--- config.mk ---
export PLATFORM = sky130hd
export DESIGN_NAME = ocos_seq
export DESIGN_NICKNAME = d
export VERILOG_FILES = /design/src/rtl/ocos_pkg.sv /design/src/rtl/ocos_pulse.sv /design/src/rtl/ocos_seq.sv
export SDC_FILE = /design/constraint.sdc
export NUM_CORES = 1
export LEC_CHECK = 0
export BUFFER_PORTS_ARGS = -buffer_cell sky130_fd_sc_hd__clkbuf_2
export CORE_MARGIN = 2
export CORE_UTILIZATION = 35
export CTS_CLUSTER_SIZE = 12
export DETAILED_ROUTE_END_ITERATION = 7
export GPL_TIMING_DRIVEN = 0
export PLACE_DENSITY_LB_ADDON = 0.15
export SLEW_MARGIN = 20
export SYNTH_ARGS = -nofsm -noshare
export SYNTH_HDL_FRONTEND = slang
export SYNTH_SLANG_ARGS = --single-unit
--- constraint.sdc ---
create_clock -name clock_i -period 2.3 [get_ports clock_i]
set_input_delay 0.115 -clock clock_i [delete_from_list [all_inputs] [get_ports clock_i]]
set_output_delay 0.115 -clock clock_i [all_outputs]
set_load 0.005 [all_outputs]
--- src/rtl/ocos_pkg.sv ---
/*
  Package for the overcurrent / overload sequencer: timing constants,
  state enumeration and the grouped comparator and drive structs.
  Assumes a 50 MHz system clock.
*/
package ocos_pkg;

  // Clock rate in kHz and pulse times in ns
  localparam int unsigned CLK_KHZ = 50000;
  localparam int unsigned SS_PULSE_NS = 5000;
  localparam int unsigned TIMER_PULSE_NS = 50000;

  // Least times round up to whole cycles
  localparam int unsigned SS_PULSE_CYC =
    (SS_PULSE_NS * (CLK_KHZ / 1000) + 999) / 1000;
  localparam int unsigned TIMER_PULSE_CYC =
    (TIMER_PULSE_NS * (CLK_KHZ / 1000) + 999) / 1000;
  localparam int unsigned CNT_W = 12;

  // Overload handling states
  typedef enum logic [2:0] {
    OCOS_NORMAL,
    OCOS_SHUTDOWN,
    OCOS_STOPPED,
    OCOS_RESTART
  } ocos_state_t;

  // Analog comparator outputs, high when the input is above the level
  typedef struct packed {
    logic sense_above_limit;   // Tank current sense above first level
    logic sense_above_trip;    // Tank current sense above second level
    logic timer_above_shut;    // Timer node above shutdown threshold
    logic timer_above_stop;    // Timer node above stop threshold
    logic timer_above_restart; // Timer node above restart threshold
  } ocos_cmp_t;

  // Drives toward the power stage
  typedef struct packed {
    logic ss_discharge;   // Soft-start discharge switch closed
    logic timer_source;   // Timer current source on
    logic switch_enable;  // Half-bridge switching allowed
    logic near_start;     // Run near soft-start starting frequency
  } ocos_drive_t;

endpackage : ocos_pkg

--- src/rtl/ocos_pulse.sv ---
/*
  Retriggerable one-shot: output high for LEN cycles after the last
  trigger. Trigger comes from logic on the same clock.
*/
`timescale 1ns/1ps
`default_nettype none

module ocos_pulse #(
  parameter int unsigned LEN = 250,
  parameter int unsigned W = 12
) (
  input wire logic clock_i,
  input wire logic reset_n_i,
  input wire logic trigger_i,
  output logic active_o
);

  logic [W-1:0] count;

  // Reload on every trigger, then count down
  always_ff @(posedge clock_i or negedge reset_n_i) begin
    if (!reset_n_i) begin
      count <= '0;
    end else if (trigger_i) begin
      count <= W'(LEN);
    end else if (count != '0) begin
      count <= count - W'(1);
    end
  end

  assign active_o = (count != '0);

endmodule // ocos_pulse

`default_nettype wire

--- src/rtl/ocos_seq.sv ---
/*
  Overcurrent and overload protection sequencer: turns comparator levels
  into soft-start discharge, timer current source, switching enable and
  the open-drain preregulator halt drive.
  Assumes asynchronous comparator inputs and one 50 MHz clock.
*/
// Function
// - Sense above first level starts overcurrent response
// - Each event closes discharge switch 5 us
// - Each event enables timer source 50 us
// - Both pulses retrigger on every new event
// - Below shutdown threshold only pulses act
// - At shutdown threshold: discharge, halt, source on
// - Shutdown phase runs near soft-start frequency
// - At stop threshold stop switching, source off
// - Restart only below restart threshold
// - Undervoltage during stop wait is remembered
// - Halt low from shutdown until timer falls below restart
// - Second level stops switching, both held on
// - Second-level trip latch releases at restart
// - Halt open-drain, released by default and UVLO
`timescale 1ns/1ps
`default_nettype none

module ocos_seq #(
  parameter int unsigned SS_CYC = ocos_pkg::SS_PULSE_CYC,
  parameter int unsigned TIMER_CYC = ocos_pkg::TIMER_PULSE_CYC
) (
  input wire logic clock_i,
  input wire logic reset_n_i,
  input wire ocos_pkg::ocos_cmp_t cmp_i,
  input wire logic uvlo_i,
  output ocos_pkg::ocos_drive_t drive_o,
  output logic preregulator_halt_o,
  output logic preregulator_halt_oe_o,
  output logic [2:0] state_o
);

  logic [4:0] cmp_meta;
  logic [4:0] cmp_sync;
  logic uvlo_meta;
  logic uvlo_sync;
  logic limit_prev;
  logic limit_event;
  logic ss_pulse;
  logic timer_pulse;
  logic hard_trip;
  logic uvlo_seen;
  ocos_pkg::ocos_cmp_t c;
  ocos_pkg::ocos_state_t state;
  ocos_pkg::ocos_state_t next_state;
  ocos_pkg::ocos_drive_t next_drive;
  logic next_halt;

  // Two-stage synchronisers for all comparator levels
  always_ff @(posedge clock_i or negedge reset_n_i) begin
    if (!reset_n_i) begin
      cmp_meta <= '0;
      cmp_sync <= '0;
      uvlo_meta <= 1'b1;
      uvlo_sync <= 1'b1;
    end else begin
      cmp_meta <= cmp_i;
      cmp_sync <= cmp_meta;
      uvlo_meta <= uvlo_i;
      uvlo_sync <= uvlo_meta;
    end
  end

  assign c = cmp_sync;

  // Rising edge of the first-level comparator is one event
  always_ff @(posedge clock_i or negedge reset_n_i) begin
    if (!reset_n_i) begin
      limit_prev <= 1'b0;
    end else begin
      limit_prev <= c.sense_above_limit;
    end
  end

  assign limit_event = c.sense_above_limit && !limit_prev;

  // Retriggerable discharge pulse
  ocos_pulse #(.LEN(SS_CYC), .W(ocos_pkg::CNT_W)) u_ss_pulse (
    .clock_i(clock_i),
    .reset_n_i(reset_n_i),
    .trigger_i(limit_event && !uvlo_sync),
    .active_o(ss_pulse)
  );

  // Retriggerable timer charge pulse
  ocos_pulse #(.LEN(TIMER_CYC), .W(ocos_pkg::CNT_W)) u_timer_pulse (
    .clock_i(clock_i),
    .reset_n_i(reset_n_i),
    .trigger_i(limit_event && !uvlo_sync),
    .active_o(timer_pulse)
  );

  // Second-level trip latch, cleared once the wait has ended
  always_ff @(posedge clock_i or negedge reset_n_i) begin
    if (!reset_n_i) begin
      hard_trip <= 1'b0;
    end else if (c.sense_above_trip && !uvlo_sync) begin
      hard_trip <= 1'b1;
    end else if (state == ocos_pkg::OCOS_RESTART) begin
      hard_trip <= 1'b0;
    end
  end

  // Undervoltage during the stop wait is remembered; set wins
  always_ff @(posedge clock_i or negedge reset_n_i) begin
    if (!reset_n_i) begin
      uvlo_seen <= 1'b0;
    end else if (uvlo_sync && state == ocos_pkg::OCOS_STOPPED) begin
      uvlo_seen <= 1'b1;
    end else if (!c.timer_above_restart) begin
      uvlo_seen <= 1'b0;
    end
  end

  // Overload state sequencing
  always_comb begin
    next_state = state;
    case (state)
      ocos_pkg::OCOS_NORMAL: begin
        if (hard_trip || (c.sense_above_trip && !uvlo_sync)) begin
          next_state = ocos_pkg::OCOS_SHUTDOWN;
        end else if (c.timer_above_shut) begin
          next_state = ocos_pkg::OCOS_SHUTDOWN;
        end
      end
      ocos_pkg::OCOS_SHUTDOWN: begin
        if (c.timer_above_stop) begin
          next_state = ocos_pkg::OCOS_STOPPED;
        end
      end
      ocos_pkg::OCOS_STOPPED: begin
        if (!c.timer_above_restart) begin
          next_state = ocos_pkg::OCOS_RESTART;
        end
      end
      ocos_pkg::OCOS_RESTART: begin
        if (c.timer_above_restart) begin
          next_state = ocos_pkg::OCOS_STOPPED;
        end else if (!uvlo_sync && !uvlo_seen) begin
          next_state = ocos_pkg::OCOS_NORMAL;
        end
      end
      default: next_state = ocos_pkg::OCOS_NORMAL;
    endcase
  end

  // State register
  always_ff @(posedge clock_i or negedge reset_n_i) begin
    if (!reset_n_i) begin
      state <= ocos_pkg::OCOS_NORMAL;
    end else begin
      state <= next_state;
    end
  end

  // Drive decode from state and pulses
  always_comb begin
    next_drive = '0;
    next_halt = 1'b0;
    case (state)
      ocos_pkg::OCOS_NORMAL: begin
        next_drive.ss_discharge = ss_pulse;
        next_drive.timer_source = timer_pulse;
        next_drive.switch_enable = !uvlo_sync;
      end
      ocos_pkg::OCOS_SHUTDOWN: begin
        next_drive.ss_discharge = 1'b1;
        next_drive.timer_source = 1'b1;
        next_drive.switch_enable = !hard_trip && !uvlo_sync;
        next_drive.near_start = !hard_trip;
        next_halt = 1'b1;
      end
      ocos_pkg::OCOS_STOPPED: begin
        next_drive.ss_discharge = 1'b1;
        next_halt = 1'b1;
      end
      ocos_pkg::OCOS_RESTART: begin
        next_drive.ss_discharge = 1'b1;
        next_halt = c.timer_above_restart;
      end
      default: begin
        next_drive = '0;
      end
    endcase
    if (uvlo_sync) begin
      next_halt = 1'b0;
    end
  end

  // Registered outputs; halt pin only ever pulls low
  always_ff @(posedge clock_i or negedge reset_n_i) begin
    if (!reset_n_i) begin
      drive_o <= '0;
      preregulator_halt_oe_o <= 1'b0;
      preregulator_halt_o <= 1'b0;
      state_o <= 3'h0;
    end else begin
      drive_o <= next_drive;
      preregulator_halt_oe_o <= next_halt;
      preregulator_halt_o <= 1'b0;
      state_o <= next_state;
    end
  end

endmodule // ocos_seq

`default_nettype wire

==> flow_summary.toml <==
[pwr]
powerDensity_nw_per_um2 = 1000
switching_share = 0.337
p_sw_w = 0.000832
irDropWorstVdd_mv = 0.440
clock_power_share = 0.245
internal_power_w = 0.00164
power_w = 0.00247
seq_power_share = 0.476
p_leak_nw = 1.08
p_comb_frac = 0.279

[clock_network]
clock_path_buffers = 2
cts_sinks = 46
clkTransAtPathRegs_ns = 0.09
root_buffer = "clkbuf_8"
cts_tree = "yes"
htreeDepth = 2
clk_latency_ns = 0.30
post-cts-setup-buffer-count = 0
numCtsBuffers = 5

[placement]
io_buffers = 14
dp_cells = 284
gp_congestion = 0.782
place.detailed.hpwl_um = 2610

[final_layout]
multi_input_area_um2 = 912
post-route-util = 0.420
layout_commonest_cell = "dfrtp_1"
n_antenna_cell = 0
drive_above_1_share = 0.152
layout.nets = 240
fill_cells = 586
final_cells = 299
layout_common_cells = "44 x dfrtp_1, 21 x nor2_1, 15 x nand2_1"
area_growth_syn_to_layout_pct = 16.7
regArea_um2 = 1150

[timing]
finalClockSkew_ns = 0.00653
tightest_slew_ns = 1.03
period_share = 0.876
rsz0062_at_grt = "false"
hold_viol = 0
min_period_ns = 2.01
relSlewSlack = 0.311
maxSlewViolCount = 0
fin_tns_setup_ns = 0
setup_violations = 0
fmax_mhz = 496

[floorplanning]
start_util = 0.360
fp.dieW_um = 81.8
die-area_um2 = 6690
coreArea_um2 = 5890
chipHeight_um = 81.8
io_pins = 17
rows = 28

[synth]
synth_flop_cell = "dfrtp_1"
synth_cell_types = 45
synth_top_area_cell = "dfrtp_1"
seq_area_frac_synth = 0.545
syn_area_per_cell_um2 = 10.9
syn_area_um2 = 2120
synth_edf_count = 0
ys_top_cells_by_area = "dfrtp_1 52%, ha_1 5.3%, nor2_1 3.7%, mux2i_1 3.3%, nand2_1 2.7%"
yosysWarnings = 0
synth-seq-cells = 46
synth_top_area_share = 0.520
syn_inst = 194
synthArstFlopShare = 1.00

[setup_path]
required_ns = 2.53
end_kind = "flip-flop"
critPathMaxFanout = 6
worstPathArrival_ns = 2.24
critPathLaunchType = "flip-flop"
crit_type = "flip-flop to flip-flop"

[grt]
grt_pass1_wl_um = 6760
antenna_found_initial = 0
grt_usage = 0.133
grt_max_degree = 47
grt_pass1_vias = 1428
grt-ovfl-total = 0

[status]
outcome = "completed"

[drt]
drt_pre_antenna_iters = 5
route.detailed.drc = 0
avgRoutedWirePerCell_um = 13.2
vias_per_cell = 4.94
drtIter0Drc = 84
ant_nets = 0
wirelength_um = 3950
num_vias = 1477

[worst_hold_path]
hold_path.class = "flip-flop to flip-flop"

[run]
maxCapViolCount = 0
-- path summary, 6_finish.rpt --
path	from	end	slack, ns	cells past startpoint
min reg2reg	cmp_meta[4]	c[4]	0.35	0
max reg2reg	u_ss_pulse.count[0]	u_ss_pulse.count[1]	0.29	6
min in group asynchronous	reset_n_i	u_ss_pulse.count[10]	0.38	2
min	cmp_meta[4]	c[4]	0.35	0
max in group asynchronous	reset_n_i	c[1]	1.49	2
max	u_ss_pulse.count[0]	u_ss_pulse.count[1]	0.29	6
-- layer usage --
layer	GRT usage	wire length, um	up-vias
met5	0	0	-
li1	-	-	741
met4	0.0450	38	0
met2	0.199	1730	19
met1	0.191	2090	713
met3	0.0297	96	4
-- critical path, cell delays in order (launching register included) --
cell	delay, ns
dfrtp_1	0.44
inv_1	0.10
ha_1	0.17
nor2b_1	0.44
nand4_1	0.40
and2_0	0.29
o21ai_1	0.12
-- synthesized netlist by cell type, types with 3 or more instances --
cell type,n
dfrtp_1,44
nor2_1,21
nand2_1,15
ha_1,9
inv_1,9
nand3_1,9
a21oi_1,8
nor3_1,8
mux2i_1,7
nor2b_1,7
nor3b_1,3
nor4_1,3
o211ai_1,3
xnor2_1,3
-- power by group through the flow --
stage | clock network (W) | registers (W) | logic [W]
CTS | 0.000629 | 0.00118 | 0.000697
floorplan | 0 | 0.00116 | 0.000502
finish | 0.000607 | 0.00118 | 0.000689
global route | 0.000661 | 0.00121 | 0.000799
global placement | 0 | 0.00119 | 0.000678
detailed placement | 0 | 0.00119 | 0.000685
-- metrics by stage --
stage | hold WS (ns) | setup WS, ns | area, um^2
after detailed placement | 0.204 | 0.207 | 2290
after floorplan | -0.181 | 0.539 | 2120
final | 0.352 | 0.286 | 2470
after CTS | 0.356 | 0.227 | 2470
after global routing | 0.362 | 0.0300 | 2470
after global placement | 0.205 | 0.226 | 2290
-- area by class of cell --
type	instances	area share
Multi-Input combinational cell	136	0.369
Inverter	9	0.0137
Clock buffer	5	0.0278
Tap cell	75	0.0380
Timing Repair Buffer	21	0.0577
Sequential cell	46	0.467
Buffer	4	0.00911
Clock inverter	3	0.0182
-- registers in the layout, summed over array words and instances (netlist names) --
| name | count |
|---|---|
| preregulator_halt_oe_o | 1 |
| hard_trip | 1 |
| u_timer_pulse.count | 12 |
| cmp_meta | 5 |
| uvlo_seen | 1 |
| limit_prev | 1 |
| state_o | 2 |
| c | 5 |
| u_ss_pulse.count | 12 |
| uvlo_meta | 1 |
| uvlo_sync | 1 |
| drive_o | 4 |
-- kinds of logic after synthesis --
| logic type | Yosys count | share of synthesized area |
|---|---|---|
| muxes | 7 | 0.0331 |
| AOI/OAI and AO/OA | 31 | 0.110 |
| and+or+nand+nor | 84 | 0.218 |
| buffers and inverters | 13 | 0.0266 |
| xor gates and xnor gates | 3 | 0.0124 |
| adders and majority gates | 9 | 0.0532 |
| other | 1 | 0.00177 |
| DFF | 46 | 0.545 |
-- timing repair --
action	4_1_cts	5_1_grt
hold buffers	7	0
endpoints found under the hold margin	50	0
gates resized for setup	0	0
(Power assumes the default switching activity.)
